==> src/logic/flog_pkg.sv <==
// Purpose: constants for the flash block state logger
// Assumes: 10 MHz mclk_in, two 1 KB data flash blocks
// Notes: flash offsets are byte addresses inside the log region
// How it works
// - flash seen as 1 KB blocks, first two bytes are valid and invalid flags
// - both flags reading FF means the block is unused
// - valid flag programmed to 00 before records go into a block
// - at block end the invalid flag is programmed to 00
// - after invalidating, find an unused block and erase it before use
// - flags FF/FF unused, 00/FF valid, 00/00 invalid
// - newest record found by blank checks in 2-byte steps from the end
// - next write slot is the one just after the newest record
// - newest record in last slot forces block change, write at first slot
// - only blank checks decide writability, never program a written location
// - no valid block at startup: erase block 0 and use it as valid
// - no record: target first indicator, remaining count zero
// - record byte: target in upper nibble, count 0 to 10 in lower nibble
// - target blinks every 500 ms until count ends; a press starts 10 blinks
// - presses ignored while blinking; accepted press swaps the target
// - low voltage: save record, light save-done indicator, then stop
// - a 00 terminator byte follows the saved record byte
// - any flash error lights both blink indicators and stops
// - key taken on falling edges, disabled during setup, indicators start off
// - save address computed after restore so saving only programs
// - key press valid only if still held about 10 ms later
// - exactly two flash blocks hold the log
package flog_pkg;
   // -------------------------------------------------
   // flash layout
   // -------------------------------------------------
   localparam int ADDR_W = 11;
   localparam int BLOCK_COUNT = 2;
   localparam logic [9:0] VFLAG_OFS = 10'h000;
   localparam logic [9:0] IFLAG_OFS = 10'h001;
   localparam logic [9:0] FIRST_SLOT = 10'h002;
   localparam logic [9:0] LAST_SLOT = 10'h3FE;
   localparam logic [9:0] SLOT_STEP = 10'h002;
   localparam logic [7:0] FLAG_SET = 8'h00;
   localparam logic [7:0] FLAG_BLANK = 8'hFF;
   localparam logic [7:0] TERM_BYTE = 8'h00;
   localparam logic [1:0] CMD_READ = 2'h0;
   localparam logic [1:0] CMD_PROG = 2'h1;
   localparam logic [1:0] CMD_ERASE = 2'h2;
   localparam logic [1:0] CMD_BLANK = 2'h3;
   // -------------------------------------------------
   // record and blinking
   // -------------------------------------------------
   localparam logic [3:0] TGT_FIRST = 4'h0;
   localparam logic [3:0] TGT_SECOND = 4'h1;
   localparam logic [3:0] MAX_COUNT = 4'hA;
   localparam logic [3:0] PRESS_BLINKS = 4'hA;
   // -------------------------------------------------
   // timing
   // -------------------------------------------------
   localparam int CLK_HZ = 10_000_000;
   localparam int BLINK_MS = 500;
   localparam int DEBOUNCE_MS = 10;
   localparam int BLINK_CYCLES = CLK_HZ / 1000 * BLINK_MS;
   localparam int DEBOUNCE_CYCLES = CLK_HZ / 1000 * DEBOUNCE_MS;
   localparam int CNT_W = 24;
   // -------------------------------------------------
   // registers
   // -------------------------------------------------
   localparam logic [3:0] STATUS_OFS = 4'h0;
   localparam logic [3:0] CONTROL_OFS = 4'h4;
   localparam int ST_COUNT_LSB = 0;
   localparam int ST_TARGET_BIT = 4;
   localparam int ST_STOP_BIT = 5;
   localparam int ST_FAULT_BIT = 6;
   localparam int ST_SAVED_BIT = 7;
   localparam int ST_WADDR_LSB = 8;
   localparam int CT_KEY_EN_BIT = 0;
   localparam int CT_SAVE_BIT = 1;
   localparam logic [1:0] CONTROL_RESET = 2'h1;
endpackage : flog_pkg

==> src/logic/key_qualifier.sv <==
// Purpose: falling edge key detection with hold check
// Assumes: key input already synchronous, active low
// Notes: one press pulse per qualified edge
module key_qualifier #(
   parameter int HOLD_CYCLES = flog_pkg::DEBOUNCE_CYCLES
) (
   input wire logic mclk_in,
   input wire logic reset_in,
   input wire logic user_key_n_in,
   input wire logic arm_in,
   output logic press_out
);
   typedef struct packed {
      logic prev;
      logic busy;
      logic press;
      logic [flog_pkg::CNT_W-1:0] cnt;
   } kq_t;
   kq_t q;
   kq_t next_q;

   always_comb begin
      next_q = q;
      next_q.prev = user_key_n_in;
      next_q.press = 1'b0;
      if (q.busy) begin
         next_q.cnt = q.cnt + 1'b1;
         if (q.cnt == flog_pkg::CNT_W'(HOLD_CYCLES - 1)) begin
            next_q.busy = 1'b0;
            next_q.press = ~user_key_n_in & arm_in;
         end
      end else if (q.prev & ~user_key_n_in & arm_in) begin
         next_q.busy = 1'b1;
         next_q.cnt = '0;
      end
   end

   always_ff @(posedge mclk_in) begin
      if (reset_in) begin
         q <= '{prev: 1'b1, busy: 1'b0, press: 1'b0, cnt: '0};
      end else begin
         q <= next_q;
      end
   end

   assign press_out = q.press;
endmodule : key_qualifier

==> src/logic/flash_block_state_logger.sv <==
// Purpose: blink state log kept in two data flash blocks
// Assumes: flash answers each request with one done pulse
// Notes: stops in save or fault state until reset
//
// Register access over Avalon-MM and the address map were left to the implementer.
module flash_block_state_logger #(
   parameter int BLINK_CYCLES = flog_pkg::BLINK_CYCLES,
   parameter int DEBOUNCE_CYCLES = flog_pkg::DEBOUNCE_CYCLES
) (
   input wire logic mclk_in,
   input wire logic reset_in,
   input wire logic user_key_n_in,
   input wire logic low_voltage_detector_in,
   output logic first_indicator_out,
   output logic second_indicator_out,
   output logic save_done_indicator_out,
   output logic fl_req_out,
   output logic [1:0] fl_cmd_out,
   output logic [flog_pkg::ADDR_W-1:0] fl_addr_out,
   output logic [7:0] fl_wdata_out,
   input wire logic fl_done_in,
   input wire logic fl_err_in,
   input wire logic [7:0] fl_rdata_in,
   input wire logic fl_blank_in,
   input wire logic [3:0] avs_address_in,
   input wire logic avs_read_in,
   input wire logic avs_write_in,
   input wire logic [31:0] avs_writedata_in,
   output logic [31:0] avs_readdata_out,
   output logic avs_waitrequest_out
);
   typedef enum logic [4:0] {
      ST_BOOT, ST_RD_V, ST_RD_I, ST_ERASE_INIT, ST_MARK_INIT,
      ST_BLANK, ST_READ, ST_CHG_INVAL, ST_CHG_RD_V, ST_CHG_RD_I,
      ST_CHG_ERASE, ST_CHG_MARK, ST_RUN, ST_SAVE_REC, ST_SAVE_TERM,
      ST_SAVED, ST_FAULT
   } state_t;

   typedef struct packed {
      state_t state;
      logic req;
      logic [1:0] cmd;
      logic [flog_pkg::ADDR_W-1:0] addr;
      logic [7:0] wdata;
      logic blk;
      logic [9:0] slot;
      logic [9:0] wr_slot;
      logic [7:0] vflag;
      logic target;
      logic [3:0] count;
      logic lamp;
      logic [flog_pkg::CNT_W-1:0] tick;
      logic [1:0] ctrl;
      logic ack;
      logic [31:0] rdata;
      logic ind0;
      logic ind1;
      logic ind3;
   } st_t;

   st_t s;
   st_t next_s;
   logic key_press;
   logic is_op;
   logic done_ok;
   logic [1:0] op_cmd;
   logic [flog_pkg::ADDR_W-1:0] op_addr;
   logic [7:0] op_wdata;
   logic [31:0] status_word;

   // -------------------------------------------------
   // key input
   // -------------------------------------------------
   key_qualifier #(.HOLD_CYCLES(DEBOUNCE_CYCLES)) u_key (
      .mclk_in(mclk_in),
      .reset_in(reset_in),
      .user_key_n_in(user_key_n_in),
      .arm_in(s.state == ST_RUN && s.ctrl[flog_pkg::CT_KEY_EN_BIT]),
      .press_out(key_press)
   );

   // -------------------------------------------------
   // flash operation per state
   // -------------------------------------------------
   always_comb begin
      is_op = 1'b1;
      op_cmd = flog_pkg::CMD_READ;
      op_wdata = flog_pkg::FLAG_SET;
      op_addr = {s.blk, s.slot};
      case (s.state)
         ST_RD_V: op_addr = {s.blk, flog_pkg::VFLAG_OFS};
         ST_RD_I: op_addr = {s.blk, flog_pkg::IFLAG_OFS};
         ST_ERASE_INIT: begin
            op_cmd = flog_pkg::CMD_ERASE;
            op_addr = '0;
         end
         ST_MARK_INIT: begin
            op_cmd = flog_pkg::CMD_PROG;
            op_addr = {1'b0, flog_pkg::VFLAG_OFS};
         end
         ST_BLANK: op_cmd = flog_pkg::CMD_BLANK;
         ST_READ: op_cmd = flog_pkg::CMD_READ;
         ST_CHG_INVAL: begin
            op_cmd = flog_pkg::CMD_PROG;
            op_addr = {s.blk, flog_pkg::IFLAG_OFS};
         end
         ST_CHG_RD_V: op_addr = {~s.blk, flog_pkg::VFLAG_OFS};
         ST_CHG_RD_I: op_addr = {~s.blk, flog_pkg::IFLAG_OFS};
         ST_CHG_ERASE: begin
            op_cmd = flog_pkg::CMD_ERASE;
            op_addr = {~s.blk, 10'h000};
         end
         ST_CHG_MARK: begin
            op_cmd = flog_pkg::CMD_PROG;
            op_addr = {~s.blk, flog_pkg::VFLAG_OFS};
         end
         ST_SAVE_REC: begin
            op_cmd = flog_pkg::CMD_PROG;
            op_addr = {s.blk, s.wr_slot};
            op_wdata = {3'h0, s.target, s.count};
         end
         ST_SAVE_TERM: begin
            op_cmd = flog_pkg::CMD_PROG;
            op_addr = {s.blk, s.wr_slot | 10'h001};
            op_wdata = flog_pkg::TERM_BYTE;
         end
         default: is_op = 1'b0;
      endcase
   end

   assign done_ok = s.req & fl_done_in & ~fl_err_in;

   // -------------------------------------------------
   // main sequencer
   // -------------------------------------------------
   always_comb begin
      next_s = s;
      if (is_op && !s.req) begin
         next_s.req = 1'b1;
         next_s.cmd = op_cmd;
         next_s.addr = op_addr;
         next_s.wdata = op_wdata;
      end else if (s.req && (fl_done_in || fl_err_in)) begin
         next_s.req = 1'b0;
      end
      case (s.state)
         ST_BOOT: begin
            next_s.blk = 1'b0;
            next_s.state = ST_RD_V;
         end
         ST_RD_V: if (done_ok) begin
            next_s.vflag = fl_rdata_in;
            next_s.state = ST_RD_I;
         end
         ST_RD_I: if (done_ok) begin
            if (s.vflag == flog_pkg::FLAG_SET && fl_rdata_in == flog_pkg::FLAG_BLANK) begin
               next_s.slot = flog_pkg::LAST_SLOT;
               next_s.state = ST_BLANK;
            end else if (s.blk == 1'(flog_pkg::BLOCK_COUNT - 1)) begin
               next_s.blk = 1'b0;
               next_s.state = ST_ERASE_INIT;
            end else begin
               next_s.blk = s.blk + 1'b1;
               next_s.state = ST_RD_V;
            end
         end
         ST_ERASE_INIT: if (done_ok) begin
            next_s.state = ST_MARK_INIT;
         end
         ST_MARK_INIT: if (done_ok) begin
            next_s.target = 1'b0;
            next_s.count = 4'h0;
            next_s.wr_slot = flog_pkg::FIRST_SLOT;
            next_s.state = ST_RUN;
         end
         ST_BLANK: if (done_ok) begin
            if (!fl_blank_in) begin
               next_s.state = ST_READ;
            end else if (s.slot == flog_pkg::FIRST_SLOT) begin
               next_s.target = 1'b0;
               next_s.count = 4'h0;
               next_s.wr_slot = flog_pkg::FIRST_SLOT;
               next_s.state = ST_RUN;
            end else begin
               next_s.slot = s.slot - flog_pkg::SLOT_STEP;
            end
         end
         ST_READ: if (done_ok) begin
            // out of range reads as no record
            if (fl_rdata_in[7:4] <= flog_pkg::TGT_SECOND && fl_rdata_in[3:0] <= flog_pkg::MAX_COUNT) begin
               next_s.target = fl_rdata_in[4];
               next_s.count = fl_rdata_in[3:0];
            end else begin
               next_s.target = 1'b0;
               next_s.count = 4'h0;
            end
            if (s.slot == flog_pkg::LAST_SLOT) begin
               next_s.state = ST_CHG_INVAL;
            end else begin
               // slot after newest, ready before save
               next_s.wr_slot = s.slot + flog_pkg::SLOT_STEP;
               next_s.state = ST_RUN;
            end
         end
         ST_CHG_INVAL: if (done_ok) begin
            next_s.state = ST_CHG_RD_V;
         end
         ST_CHG_RD_V: if (done_ok) begin
            next_s.vflag = fl_rdata_in;
            next_s.state = ST_CHG_RD_I;
         end
         // other block must not be valid
         ST_CHG_RD_I: if (done_ok) begin
            if (s.vflag == flog_pkg::FLAG_SET && fl_rdata_in == flog_pkg::FLAG_BLANK) begin
               next_s.state = ST_FAULT;
            end else begin
               next_s.state = ST_CHG_ERASE;
            end
         end
         ST_CHG_ERASE: if (done_ok) begin
            next_s.state = ST_CHG_MARK;
         end
         ST_CHG_MARK: if (done_ok) begin
            next_s.blk = ~s.blk;
            next_s.wr_slot = flog_pkg::FIRST_SLOT;
            next_s.state = ST_RUN;
         end
         ST_RUN: begin
            if (low_voltage_detector_in || s.ctrl[flog_pkg::CT_SAVE_BIT]) begin
               next_s.lamp = 1'b0;
               next_s.state = ST_SAVE_REC;
            end else if (s.count != 4'h0) begin
               next_s.tick = s.tick + 1'b1;
               if (s.tick == flog_pkg::CNT_W'(BLINK_CYCLES - 1)) begin
                  next_s.tick = '0;
                  next_s.lamp = ~s.lamp;
                  if (s.lamp) begin
                     next_s.count = s.count - 1'b1;
                  end
               end
            end else if (key_press) begin
               next_s.target = ~s.target;
               next_s.count = flog_pkg::PRESS_BLINKS;
               next_s.lamp = 1'b1;
               next_s.tick = '0;
            end else begin
               next_s.lamp = 1'b0;
            end
         end
         ST_SAVE_REC: if (done_ok) begin
            next_s.state = ST_SAVE_TERM;
         end
         ST_SAVE_TERM: if (done_ok) begin
            next_s.state = ST_SAVED;
         end
         ST_SAVED: next_s.state = ST_SAVED;
         ST_FAULT: next_s.state = ST_FAULT;
         default: next_s.state = ST_FAULT;
      endcase
      if (s.req && fl_err_in) begin
         next_s.state = ST_FAULT;
      end
      // software side, one wait state per access
      next_s.ack = (avs_read_in | avs_write_in) & ~s.ack;
      if (avs_read_in && !s.ack) begin
         next_s.rdata = (avs_address_in == flog_pkg::STATUS_OFS) ? status_word :
                        (avs_address_in == flog_pkg::CONTROL_OFS) ? {30'h0, s.ctrl} : 32'h0;
      end
      if (avs_write_in && s.ack && avs_address_in == flog_pkg::CONTROL_OFS) begin
         next_s.ctrl = avs_writedata_in[1:0];
      end
      next_s.ind0 = (next_s.state == ST_RUN && next_s.lamp && !next_s.target) || next_s.state == ST_FAULT;
      next_s.ind1 = (next_s.state == ST_RUN && next_s.lamp && next_s.target) || next_s.state == ST_FAULT;
      next_s.ind3 = next_s.state == ST_SAVED;
   end

   always_comb begin
      status_word = 32'h0;
      status_word[flog_pkg::ST_COUNT_LSB +: 4] = s.count;
      status_word[flog_pkg::ST_TARGET_BIT] = s.target;
      status_word[flog_pkg::ST_STOP_BIT] = s.state == ST_SAVED || s.state == ST_FAULT;
      status_word[flog_pkg::ST_FAULT_BIT] = s.state == ST_FAULT;
      status_word[flog_pkg::ST_SAVED_BIT] = s.state == ST_SAVED;
      status_word[flog_pkg::ST_WADDR_LSB +: flog_pkg::ADDR_W] = {s.blk, s.wr_slot};
   end

   always_ff @(posedge mclk_in) begin
      if (reset_in) begin
         s <= '{state: ST_BOOT, ctrl: flog_pkg::CONTROL_RESET, default: '0};
      end else begin
         s <= next_s;
      end
   end

   // -------------------------------------------------
   // outputs
   // -------------------------------------------------
   assign fl_req_out = s.req;
   assign fl_cmd_out = s.cmd;
   assign fl_addr_out = s.addr;
   assign fl_wdata_out = s.wdata;
   assign first_indicator_out = s.ind0;
   assign second_indicator_out = s.ind1;
   assign save_done_indicator_out = s.ind3;
   assign avs_readdata_out = s.rdata;
   assign avs_waitrequest_out = (avs_read_in | avs_write_in) & ~s.ack;
endmodule : flash_block_state_logger

==> config.mk <==
export PLATFORM = sky130hd
export DESIGN_NAME = flash_block_state_logger
export DESIGN_NICKNAME = d
export VERILOG_FILES = /design/src/logic/flog_pkg.sv /design/src/logic/key_qualifier.sv /design/src/logic/flash_block_state_logger.sv
export SDC_FILE = /design/constraint.sdc
export NUM_CORES = 1
export LEC_CHECK = 0
export BUFFER_PORTS_ARGS = -buffer_cell sky130_fd_sc_hd__buf_4
export CAP_MARGIN = 20
export CORE_UTILIZATION = 62
export DETAILED_ROUTE_END_ITERATION = 10
export PLACE_DENSITY = 0.84
export SLEW_MARGIN = 20
export SYNTH_ARGS = -nofsm -noshare
export SYNTH_HDL_FRONTEND = slang
export SYNTH_SLANG_ARGS = --single-unit
==> constraint.sdc <==
create_clock -name mclk_in -period 6.5 [get_ports mclk_in]
set_input_delay 0.65 -clock mclk_in [delete_from_list [all_inputs] [get_ports mclk_in]]
set_output_delay 0.65 -clock mclk_in [all_outputs]
set_load 0.05 [all_outputs]
# After elaboration in Yosys (flattened, before gate mapping)
# Index checks and enable logic that the tools add are counted.
# op_classes
addsub	6
order_cmp	2
eq_ne	41
muxes	67
bitwise	16
reduce_logical	46
# op_table
cell	count
two-way mux 5 bit	27
two-way mux 24 bit	4
one-hot mux 11 bit (7 select lines)	1
one-hot mux 5 bit (15 select lines)	1
two-way mux 10 bit	6
two-way mux 29 bit	2
== test 5 x 4 -> 1 bit (second input constant)	10
adder 24 x 1 -> 24 bit (second input constant)	2
two-way mux 20 bit	2
one-hot mux 10 bit (3 select lines)	1
two-way mux 25 bit	1
== test 24 x 17 -> 1 bit (second input constant)	1
== test 24 x 23 -> 1 bit (second input constant)	1
!= test 2 bit (second input constant)	12
== test 5 x 3 -> 1 bit (second input constant)	4
one-hot mux 10 bit (2 select lines)	1
one-hot mux 5 bit (4 select lines)	1
two-way mux 19 bit	1
OR reduction 13 bit	1
logical AND 1 bit	12
two-way mux 1 bit	11
two-way mux 11 bit	1
adder 10 x 2 -> 10 bit (second input constant)	1
== test 10 bit (second input constant)	1
other kinds (39)	73
# totals
regBits	151
input_bits	53
out_inout_bits	58
word_cells	201

# Longest topological paths before layout
# Gate-level depths: netlist (run 1).
# logic_depth
word_depth	10
ltp_mapped	10
ltp_nobuf	8

# Hierarchy
# From an unflattened synthesis (run 1), not the netlist that was laid out.
# unflattened
hier_cells	845
area_unflattened_um2	7068.0
# modules_own_cells
module	n_inst	cells_per_inst	area_each_um2
flash_block_state_logger	1	692	5733.0
key_qualifier	1	153	1335.0

# Worst setup path after synthesis (run 1)
# Ideal clock, no wire load.
# synth_path
kind	register -> register
start	reg s[63] in the netlist's numbering
end	reg s[61] in the netlist's numbering
setup_ns	0.128
arrival_time_ns	2.400
required_ns	6.372
setup_slack_ns	3.972
path_stages_with_launch	11
n_path_buf	2
cell_sequence	dfxtp_1 > inv_1 > ha_1 > or3b_2 > clkbuf_1 > o2111ai_2 > or4_1 > clkbuf_1 > nor3_1 > xnor2_1 > nor2_1
# synth_via
elab_chain_len	3
elab_cells_between_ends	4
cone_classes	mux: 1; reduce/logical: 3
# synth_lines
item	line_no	rtl
start, declared	flash_block_state_logger.sv:61	st_t s;
start signal, assigned	flash_block_state_logger.sv:291	s <= next_s;
nonzero test 4 bit *	flash_block_state_logger.sv:232	end else if (s.count != 4'h0) begin
nonzero test 2 bit (no source line)	-	
AND reduction 3 bit (no source line)	-	
# Every way passes the cells marked *; elsewhere a longest branch is shown, timed or not.
# A chain may end at the register's enable or synchronous reset.

# Worst setup path after layout (run 1)
# layout_path
start	reg s[120] in the netlist's numbering
end	reg s[61] in the netlist's numbering
# layout_via
elab_chain_len	2
# layout_lines
item	line_no	rtl
== test 5 x 4 -> 1 bit	flash_block_state_logger.sv:146	case (s.state)
AND reduction 3 bit (no source line)	-	
# Every way passes these cells.

==> results of run 1 <==
synth_stat cells (5+ instances only):
library cell | n | area [sq um]
or4_1 | 7 | 52.6
o31ai_1 | 7 | 52.6
a31oi_1 | 5 | 31.3
mux2i_1 | 12 | 120
o2111ai_1 | 5 | 43.8
or3_1 | 22 | 138
nor3_1 | 30 | 150
o21ai_0 | 18 | 90.1
ha_1 | 5 | 62.6
nor2b_1 | 8 | 50.1
and4_1 | 5 | 43.8
nand4_1 | 15 | 93.8
nor4b_1 | 6 | 52.6
nor2_1 | 103 | 387
and3_1 | 13 | 81.3
a22oi_1 | 17 | 128
dfxtp_1 | 132 | 2640
nand4b_1 | 5 | 43.8
a221oi_1 | 11 | 96.3
or2_2 | 8 | 50.1
a211oi_1 | 5 | 37.5
inv_1 | 21 | 78.8
nor4_1 | 13 | 81.3
clkbuf_1 | 43 | 161
nand3_1 | 42 | 210
or3b_2 | 5 | 43.8
buf_4 | 53 | 398
xnor2_1 | 13 | 114
nand2b_1 | 8 | 50.1
mux2_2 | 6 | 67.6
nand2_1 | 64 | 240
xor2_1 | 24 | 210
o211ai_1 | 9 | 67.6
a21oi_1 | 53 | 265
logic make-up after synthesis:
kind of cell	synth area share (%)
AO/OA/AOI/OAI	15.5
XOR/XNOR	4.65
adder cells (fa/ha/maj)	0.898
buffers and inverters	9.98
flip-flops	37.9
multiplexers	2.69
other	0.0538
AND/OR/NAND/NOR	28.3
power groups by stage:
stage | logic [W] | clock network [W] | registers, W
after floorplan | 0.000155 | 0 | 0.000851
after detailed placement | 0.000179 | 0 | 0.000855
after global placement | 0.000177 | 0 | 0.000854
after global routing | 0.000194 | 0.000951 | 0.000839
final | 0.000183 | 0.000906 | 0.000838
after CTS | 0.000181 | 0.000916 | 0.000837
cell usage in the layout, fill, tap and decap left out, types with 6 or more instances in the layout:
master | synthesis | layout
inv_1 | 21 | 21
nor3_1 | 30 | 30
a22oi_1 | 17 | 17
nor2b_1 | 8 | 8
or4_1 | 7 | 7
dfxtp_1 | 132 | 132
a21oi_1 | 53 | 53
nor4_1 | 13 | 13
a221oi_1 | 11 | 11
o21ai_0 | 18 | 18
o31ai_1 | 7 | 7
conb_1 | 1 | 17
or2_2 | 8 | 8
o211ai_1 | 9 | 9
buf_4 | 53 | 64
nor4b_1 | 6 | 6
nand2_1 | 64 | 64
nand3_1 | 42 | 42
clkbuf_16 | 0 | 16
nand4_1 | 15 | 15
and3_1 | 13 | 13
xnor2_1 | 13 | 13
mux2_2 | 6 | 6
or3_1 | 22 | 22
nor2_1 | 103 | 103
nand2b_1 | 8 | 8
mux2i_1 | 12 | 12
xor2_1 | 24 | 24
registers in the layout (all words and copies together) (netlist names):
name / cells
first_indicator_out: 1
fl_cmd_out: 2
save_done_indicator_out: 1
u_key.press_out: 1
fl_req_out: 1
u_key.q: 26
avs_readdata_out: 18
fl_addr_out: 11
second_indicator_out: 1
fl_wdata_out: 5
s: 65
worst min path at each step:
stage / to
detailed placement: avs_readdata_out[6]
global route: u_key.q[26]
CTS: u_key.q[26]
finish: u_key.q[26]
floorplan: fl_cmd_out[1]
global placement: avs_readdata_out[7]
cell type report:
cell class / instances / area share, %
clock buffers: 25 / 6.35
clock inverters: 4 / 0.951
inverters: 21 / 1.03
multi-input cells: 614 / 48.5
flip-flops and latches: 132 / 34.6
well taps: 140 / 2.30
repair buffers: 64 / 6.30
through the flow:
stage | setup WS, ns | cell area [sq um] | utilization, % | hold WS (ns) | instances
2_1_floorplan | 3.97 | 7030 | - | 0.432 | 873
5_1_grt | 3.17 | 7630 | 70.1 | 0.308 | 1000
6_report | 3.24 | 7630 | 70.1 | 0.323 | 1000
3_5_place_dp | 3.40 | 7070 | 65.0 | 0.453 | 971
4_1_cts | 3.37 | 7630 | 70.1 | 0.303 | 1000
3_3_place_gp | 3.54 | 7070 | 65.0 | 0.443 | 971
layer usage:
metal,wire (um),vias up
met3,1060,14
met5,0,-
met4,180,0
li1,-,2984
met1,7350,2933
met2,7620,234
==> run metrics, run 1 <==
status=finished, final reports clean; Worst setup endpoint=s[61]; RSZ-0062 raised after global routing=no; maximum vdd drop=0.207 mV; detailed-route via count=6,165; Final Setup Violations=0; ys flop type=dfxtp_1; R2R Setup Slk=3.24 ns; DRT Pass-1 Iters=7; startpoint types=flip-flop; met1 Track Usage GR=a little under two fifths; clk_skew=0.00795 ns; TritonCTS clock tree=yes; cell area after synthesis=between 6000 and 7000 sq um; Worst path most repeated cell=nor2_1; Most Crowded Layer GR=met2; number of flops mapped to enable cells by yosys=0; Internal=between 0.001 and 0.0015 W; GR Overflow Total=0; sw frac=between 20% and 30%; Synth Instances=about 860; CP arrival=about 3.7 ns; cts bufs inserted=17; Max Slew Vio Count=0; Global Route Usage Sum=about 29%; WL final=around 16 mm; crit end category=flip-flop; r2r endpoint=s[61]; Async S/R FF share, synth=0%; hold depth=2; sequential share of power=a little over two fifths; WL/cell=between 15 and 20 um; Crit-path slowest cell=or4_1; CP bufs+invs=0; Final Total Pwr=0.00193 W; Hold Startpoint=user_key_n_in; Syn Area/Cell=between 8 and 9 sq um; vias in the first global route=around 5,600; Gates resized, CTS repair=0; TritonCTS Sinks=132; Sw Pwr=~0.00047 W; Worst Reg2Reg Path Length in Cells=6; met2 usage=46.1%; register bit total from synthesis=around 130; hold buffer count at cts=0; fin crit period=3.26 ns; leakage=between 2 and 3 nW; final hold vios=0; Setup crit start=s[120]; DRC viols=0; Ant. Diodes=0; Area Overhead vs Synth=9.48%; Clk pwr share=about 47%; layout cells sized above 1=a little over an eighth; Seq/Total Area, Yosys=37.9%; Yosys warning total=0; pin count of the biggest net entering global routing=110; hold crit path type=input port to flip-flop; Req. time, crit path=slightly below 7 ns; maxcap violations=0; post-CTS setup buffers=0; initial antenna violation count=0; number of nets with antenna violations after routing=0; Crit Reg-Reg Startpoint=s[120]; area of the die=~12,000 sq um; Fin Setup TNS=0 ns; Reg area=2640 sq um; f_max=roughly 310 MHz; synth unique cells=73; first-pass GRT wire length=around 27 mm; initial cell density of the core=between 60% and 70%; critical path class=flip-flop to flip-flop; latest clock arrival within the worst-skew pair=about 0.53 ns; Worst-Margin Slew=between 1 and 1.5 ns; Chip Height=approximately 110 um; crit share post-route=50.2%; IO Count=between 100 and 150; area of the multi-input gates=approximately 3700 sq um; WP depth=6; row count=38; Combinational Power Share=under 10%; met3 usage=approximately 6.3%; DR iter-0 viols=between 600 and 700; Root Buffer=clkbuf_8; Vias/cell=around 6; CP peak stage delay=0.78 ns; core area=10,900 sq um; worst-path maximum fanout=24; DP Wirelength=10.9 mm; width of the die=approximately 110 um; Nets=approximately 910; pwr dens=~250 nW/um^2; H-tree Lvls=4; Clock Path Buffers=2; fillcell total=868; Port Buffers=63; Critical Path, Cell by Cell=nor2_1, o2111ai_2, or4_1, nor3_1, xnor2_1, nor2_1; Final GP Congestion=0.924; clock slew at reported path FFs=around 0.06 ns; crit-path leading delay family=simple AND/OR/NAND/NOR gates; Slew HR=27.9%
(Power assumes the default switching activity.)
==> inputs of run 2 (changes only) <==
- CORE_UTILIZATION: 62 -> 52
- PLACE_DENSITY: 0.84 -> 0.75
- clock period: 6.5 -> 2.8 ns (I/O delays scaled with it)
==> run metrics, run 2 (synthesis gave the netlist of run 1 again) <==
status=finished, final reports clean; final hold vios=0 (unchanged); pwr dens=587 nW/um^2 (+130%); Final GP Congestion=0.832 (-10%); Hold Startpoint=user_key_n_in; TritonCTS clock tree=yes; Slew HR=59.7% (+32 points); Hold Path Sink=u_key.q[26]; number of nets with antenna violations after routing=0 (unchanged); sw frac=24.7% (+0.068 points); maximum vdd drop=0.416 mV (+100%); Worst-Margin Slew=0.602 ns (-0.479 ns); Area Overhead vs Synth=14.1%; vias in the first global route=5,392 (-3.1%); width of the die=118 um (+9.0%); core area=12,800 sq um (+18%); detailed-route via count=6,069 (-1.6%); critical path class=flip-flop to flip-flop; leakage=2.96 nW (+6.3%); fin cells=1,063 (+6.3%); row count=41 (+7.9%); Vias/cell=5.71 (-7.4%); Combinational Power Share=9.7% (+0.2 points); maxcap violations=0 (unchanged); fillcell total=1,140 (+31%); Final Setup Violations=0 (unchanged); crit end category=flip-flop; layout cells sized above 1=16.9% (+3.3 points); Chip Height=118 um (+9.0%); Sw Pwr=0.00115 W (+140%); R2R Setup Slk=0.20 ns (-3.04 ns); Nets=936 (+3.1%); CP peak stage delay=0.61 ns (-0.17 ns); GR Overflow Total=0 (unchanged); CP arrival=2.96 ns (-0.70 ns); area of the die=13,900 sq um (+19%); dpl cells=1,031 (+6.2%); Final Total Pwr=0.00467 W (+140%); f_max=384 MHz (+25%); Root Buffer=clkbuf_16; cts bufs inserted=17 (unchanged); worst-path maximum fanout=5 (-79%); IO Count=111 (unchanged); hold buffer count at cts=0 (unchanged); Post-Place Cell Area=7340 sq um (+3.7%); H-tree Lvls=4 (unchanged); DRT Pass-1 Iters=5 (-2); register name with the most flops=s; max reg flops=65 (unchanged); hold depth=2 (unchanged); most common cell after layout, fill and taps aside=dfxtp_1; WL final=15.8 mm (-2.3%); TritonCTS Sinks=132 (unchanged); DR iter-0 viols=522 (-23%); Worst path most repeated cell=or4_1; post-CTS setup buffers=0 (unchanged); DP Wirelength=11.0 mm (+0.22%); Worst Reg2Reg Path Length in Cells=7 (+1); first-pass GRT wire length=26.7 mm (about the same); initial antenna violation count=0 (unchanged); fin crit period=2.60 ns (-0.658 ns); pin count of the biggest net entering global routing=73 (-34%); commonest non-fill, non-tap cells in the layout=132 x dfxtp_1, 103 x nor2_1, 91 x buf_4; Fin Setup TNS=0 ns (unchanged); hold crit path type=input port to flip-flop; Gates resized, CTS repair=0 (unchanged); sequential share of power=41.4% (-2.1 points); Clock Path Buffers=2 (unchanged); WL/cell=14.9 um (-8.1%); post-route cell area=7960 sq um (+4.2%); crit share post-route=92.9% (+43 points); RSZ-0062 raised after global routing=no; clock slew at reported path FFs=0.06 ns (about the same); Port Buffers=63 (unchanged); Req. time, crit path=3.16 ns (-3.74 ns); Global Route Usage Sum=23.5% (-5.3 points); Critical Path, Cell by Cell=ha_1, nand3_1, or4_1, or4_1, or3b_1, a21o_1, a21oi_1; Crit Reg-Reg Startpoint=s[38]; Final Hold Slack=0.0586 ns (-0.265 ns); Ant. Diodes=0 (unchanged); initial cell density of the core=54.4% (-9.7 points); clk_skew=0.00645 ns (-0.00151 ns); Max Slew Vio Count=0 (unchanged); r2r endpoint=s[65]; Clk pwr share=48.9% (+1.9 points); startpoint types=flip-flop; Internal=0.00351 W (+140%); latest clock arrival within the worst-skew pair=0.42 ns (-0.11 ns); DRC viols=0 (unchanged); Crit-path slowest cell=or4_1
-- run 2: critical path: cells and delay by family (launching register included) --
family | cells | cell delay (ns)
and+or+nand+nor | 4 | 1.71
DFF | 1 | 0.36
adders and majority gates | 1 | 0.21
AOI/OAI and AO/OA | 2 | 0.26
-- run 2: worst max-delay path by stage --
stage | from | endpoint | slack, ns | depth (start not counted)
floorplan | s[63] | s[61] | 0.27 | 10
global placement | s[38] | s[65] | 0.24 | 7
detailed placement | s[38] | s[65] | 0.22 | 7
CTS | s[38] | s[65] | 0.21 | 7
global route | s[38] | s[65] | 0.07 | 7
finish | s[38] | s[65] | 0.20 | 7
-- run 2: layout make-up --
cell class              instances  area (sq um)  share of cell area, %
inverters                      21          78.8                  0.991
clock inverters                 7          92.6                   1.16
clock buffers                  25           526                   6.61
flip-flops and latches        132          2640                   33.2
multi-input cells             614          3700                   46.5
well taps                     172           215                   2.71
repair buffers                 92           703                   8.84
-- run 2: power by group through the flow --
stage | Sequential [W] | Clock [W] | Combinational [W]
after floorplan | 0.00198 | 0 | 0.000360
after global placement | 0.00197 | 0 | 0.000448
after detailed placement | 0.00197 | 0 | 0.000450
after CTS | 0.00193 | 0.00231 | 0.000452
after global routing | 0.00193 | 0.00240 | 0.000487
final | 0.00193 | 0.00228 | 0.000453
-- run 2: per-stage QoR --
stage               util [%]  setup slack (ns)
floorplan                  -             0.272
finish                  62.0             0.198
CTS                     62.0             0.208
global route            62.0            0.0743
global placement        57.2             0.237
detailed placement      57.2             0.217
-- run 2: per-layer routing --
metal	vias to the layer above	wire length [um]	GRT usage (%)
met5	-	0	0
met4	0	231	8.97
met3	21	885	5.09
met2	194	6960	34.7
met1	2810	7760	33.3
li1	3044	-	-
==> inputs of run 3 (changes only) <==
- ABC_AREA: not set -> 1
- BUFFER_PORTS_ARGS: -buffer_cell sky130_fd_sc_hd__buf_4 -> -buffer_cell sky130_fd_sc_hd__buf_2
==> run metrics, run 3 <==
Synth area leaders=dfxtp_1 36%, nand2_1 12%, nor2_1 6.7%; Max Slew Vio Count=0 (unchanged); Global Route Usage Sum=26.1% (+2.6 points); top-count cell post-synth=nand2_1; hold crit path type=input port to flip-flop; latest clock arrival within the worst-skew pair=0.43 ns (about the same); Final Setup Violations=0 (unchanged); Worst Reg2Reg Path Length in Cells=10 (+3); clock slew at reported path FFs=0.06 ns (about the same); leakage=3.42 nW (+16%); Area Overhead vs Synth=11.1%; Ant. Diodes=0 (unchanged); register name with the most flops=s; post-synth top area share=36.2% (-1.7 points); clk_skew=0.00965 ns (+0.00320 ns); Clock Path Buffers=2 (unchanged); Req. time, crit path=3.15 ns (about the same); WL/cell=13.9 um (-6.6%); post-route cell area=8110 sq um (+2.0%); Worst-Margin Slew=0.790 ns (+0.188 ns); Seq/Total Area, Yosys=36.2% (-1.7 points); CP arrival=2.79 ns (-0.17 ns); Async S/R FF share, synth=0% (unchanged); TritonCTS Sinks=132 (unchanged); final setup margin=0.359 ns (+0.162 ns); number of flops mapped to enable cells by yosys=0 (unchanged); RSZ-0062 raised after global routing=no; fin crit period=2.44 ns (-0.162 ns); Slew HR=47.3% (-12 points); hold depth=3 (+1); GR Overflow Total=0 (unchanged); worst-path maximum fanout=15 (+10); CP peak stage delay=0.51 ns (-0.10 ns); status=finished, final reports clean; met1 Track Usage GR=35.5% (+2.2 points); Final Total Pwr=0.00498 W (+6.8%); DP Wirelength=12.9 mm (+18%); fillcell total=1,312 (+15%); DRC viols=0 (unchanged); met2 usage=40.7% (+6.0 points); initial cell density of the core=54.3% (-0.082 points); ys flop type=dfxtp_1; area of the die=14,500 sq um (+4.7%); most common cell after layout, fill and taps aside=nand2_1; pwr dens=614 nW/um^2 (+4.7%); maximum vdd drop=0.579 mV (+39%); critical path class=flip-flop to flip-flop; dominant cell type by area after synthesis=dfxtp_1; top post-synthesis cells by count=239 x nand2_1, 132 x dfxtp_1, 131 x nor2_1; crit end category=flip-flop; Nets=1,166 (+25%); Crit-path slowest cell=dfxtp_1; Fin Setup TNS=0 ns (unchanged); register bit total from synthesis=132 (unchanged); initial antenna violation count=0 (unchanged); Most Crowded Layer GR=met2; DR iter-0 viols=448 (-14%); WL final=18.0 mm (+14%); commonest non-fill, non-tap cells in the layout=239 x nand2_1, 132 x dfxtp_1, 131 x nor2_1; Syn Area/Cell=6.75 sq um (-17%); IO Count=111 (unchanged); Root Buffer=clkbuf_16; post-CTS setup buffers=0 (unchanged); post-place setup slack=0.389 ns (+0.171 ns); Yosys warning total=0 (unchanged); synth unique cells=51 (-30%); Vias/cell=5.39 (-5.6%); max reg flops=65 (unchanged); DRT Pass-1 Iters=5 (unchanged); Final GP Congestion=0.977 (+17%); cts bufs inserted=17 (unchanged); TritonCTS clock tree=yes; fin cells=1,296 (+22%); first-pass GRT wire length=30.1 mm (+13%); detailed-route via count=6,986 (+15%); Gates resized, CTS repair=0 (unchanged); layout cells sized above 1=13.0% (-3.9 points); vias in the first global route=6,263 (+16%); Reg area=2640 sq um (unchanged); dpl cells=1,265 (+23%); pin count of the biggest net entering global routing=71 (-2.7%); H-tree Lvls=4 (unchanged); Chip Height=120 um (+2.3%); core area=13,500 sq um (+4.9%); final hold vios=0 (unchanged); crit share post-route=87.2% (-5.8 points); maxcap violations=0 (unchanged); startpoint types=flip-flop; row count=42 (+2.4%); hold buffer count at cts=0 (unchanged); area of the multi-input gates=3680 sq um (-0.54%); Post-Place Cell Area=7410 sq um (+1.0%); Synth Instances=1,082 (+26%); f_max=410 MHz (+6.6%); Port Buffers=63 (unchanged); Critical Path, Cell by Cell=nor2_1, inv_1, nor2_4, a21oi_1, nand2_1, nor2_1, nand4_2, o21bai_4, nand2_1, a21oi_1; cell area after synthesis=7300 sq um (+4.7%); met3 usage=5.61% (+0.53 points); number of nets with antenna violations after routing=0 (unchanged); width of the die=120 um (+2.3%)
run 3: changes by cell type after synthesis, sizes merged, moves of 11 or more:
cell and delta:
and3 -11, a21oi +35, nand2 +180, nand3 +21, xor2 -14, mux2i -12, o21ai +43, inv +102
a22oi -15, or3 -22, xnor2 -12, nand4 +16, nor2 +39, clkbuf -28
run 3: final timing paths:
check | start | to | slack, ns
max | s[122] | fl_addr_out[2] | 0.36
min | user_key_n_in | u_key.q[26] | 0.08
max reg2reg | s[122] | fl_addr_out[2] | 0.36
min reg2reg | avs_readdata_out[3] | avs_readdata_out[3] | 0.46
run 3: worst max-delay path, delay by kind of cell, from the launching register on:
kind / cells / cell delay (ns)
AOI/OAI and AO/OA: 3 / 0.84
DFF: 1 / 0.51
and+or+nand+nor: 6 / 0.84
buffers and inverters: 1 / 0.17
run 3: power breakdown:
group	leakage (nW)	switching [W]	internal (W)
clock	0.344	0.000840	0.00181
sequential	1.07	0.0000264	0.00191
combinational	2.01	0.000312	0.0000935
run 3: routing by layer:
layer / up-vias / wire length [um]
li1: 3558 / -
met1: 3210 / 8640
met2: 191 / 8180
met3: 27 / 947
met4: 0 / 274
met5: - / 0
run 3: final cells by class:
class,instances,share of cell area [%]
Tap cell,176,2.71
Clock inverter,12,3.08
Clock buffer,19,5.58
Timing Repair Buffer,74,4.90
Inverter,126,5.83
Sequential cell,132,32.6
Multi-Input combinational cell,757,45.3
run 3: per-stage QoR:
stage | hold slack (ns) | utilization, %
after floorplan | 0.397 | -
after global placement | 0.450 | 55.1
after detailed placement | 0.454 | 55.1
after CTS | 0.0685 | 60.3
after global routing | 0.105 | 60.3
final | 0.0766 | 60.3
run 3: logic make-up (layout without fill, tap and decap cells):
group | after synthesis | count (layout) | synth area share, %
simple gates | 534 | 534 | 32.8
buf+inv | 209 | 231 | 14.3
compound gates | 190 | 190 | 14.5
flops | 132 | 132 | 36.2
xor+xnor | 11 | 11 | 1.32
fa+ha+maj | 5 | 5 | 0.857
other cells | 1 | 17 | 0.0514
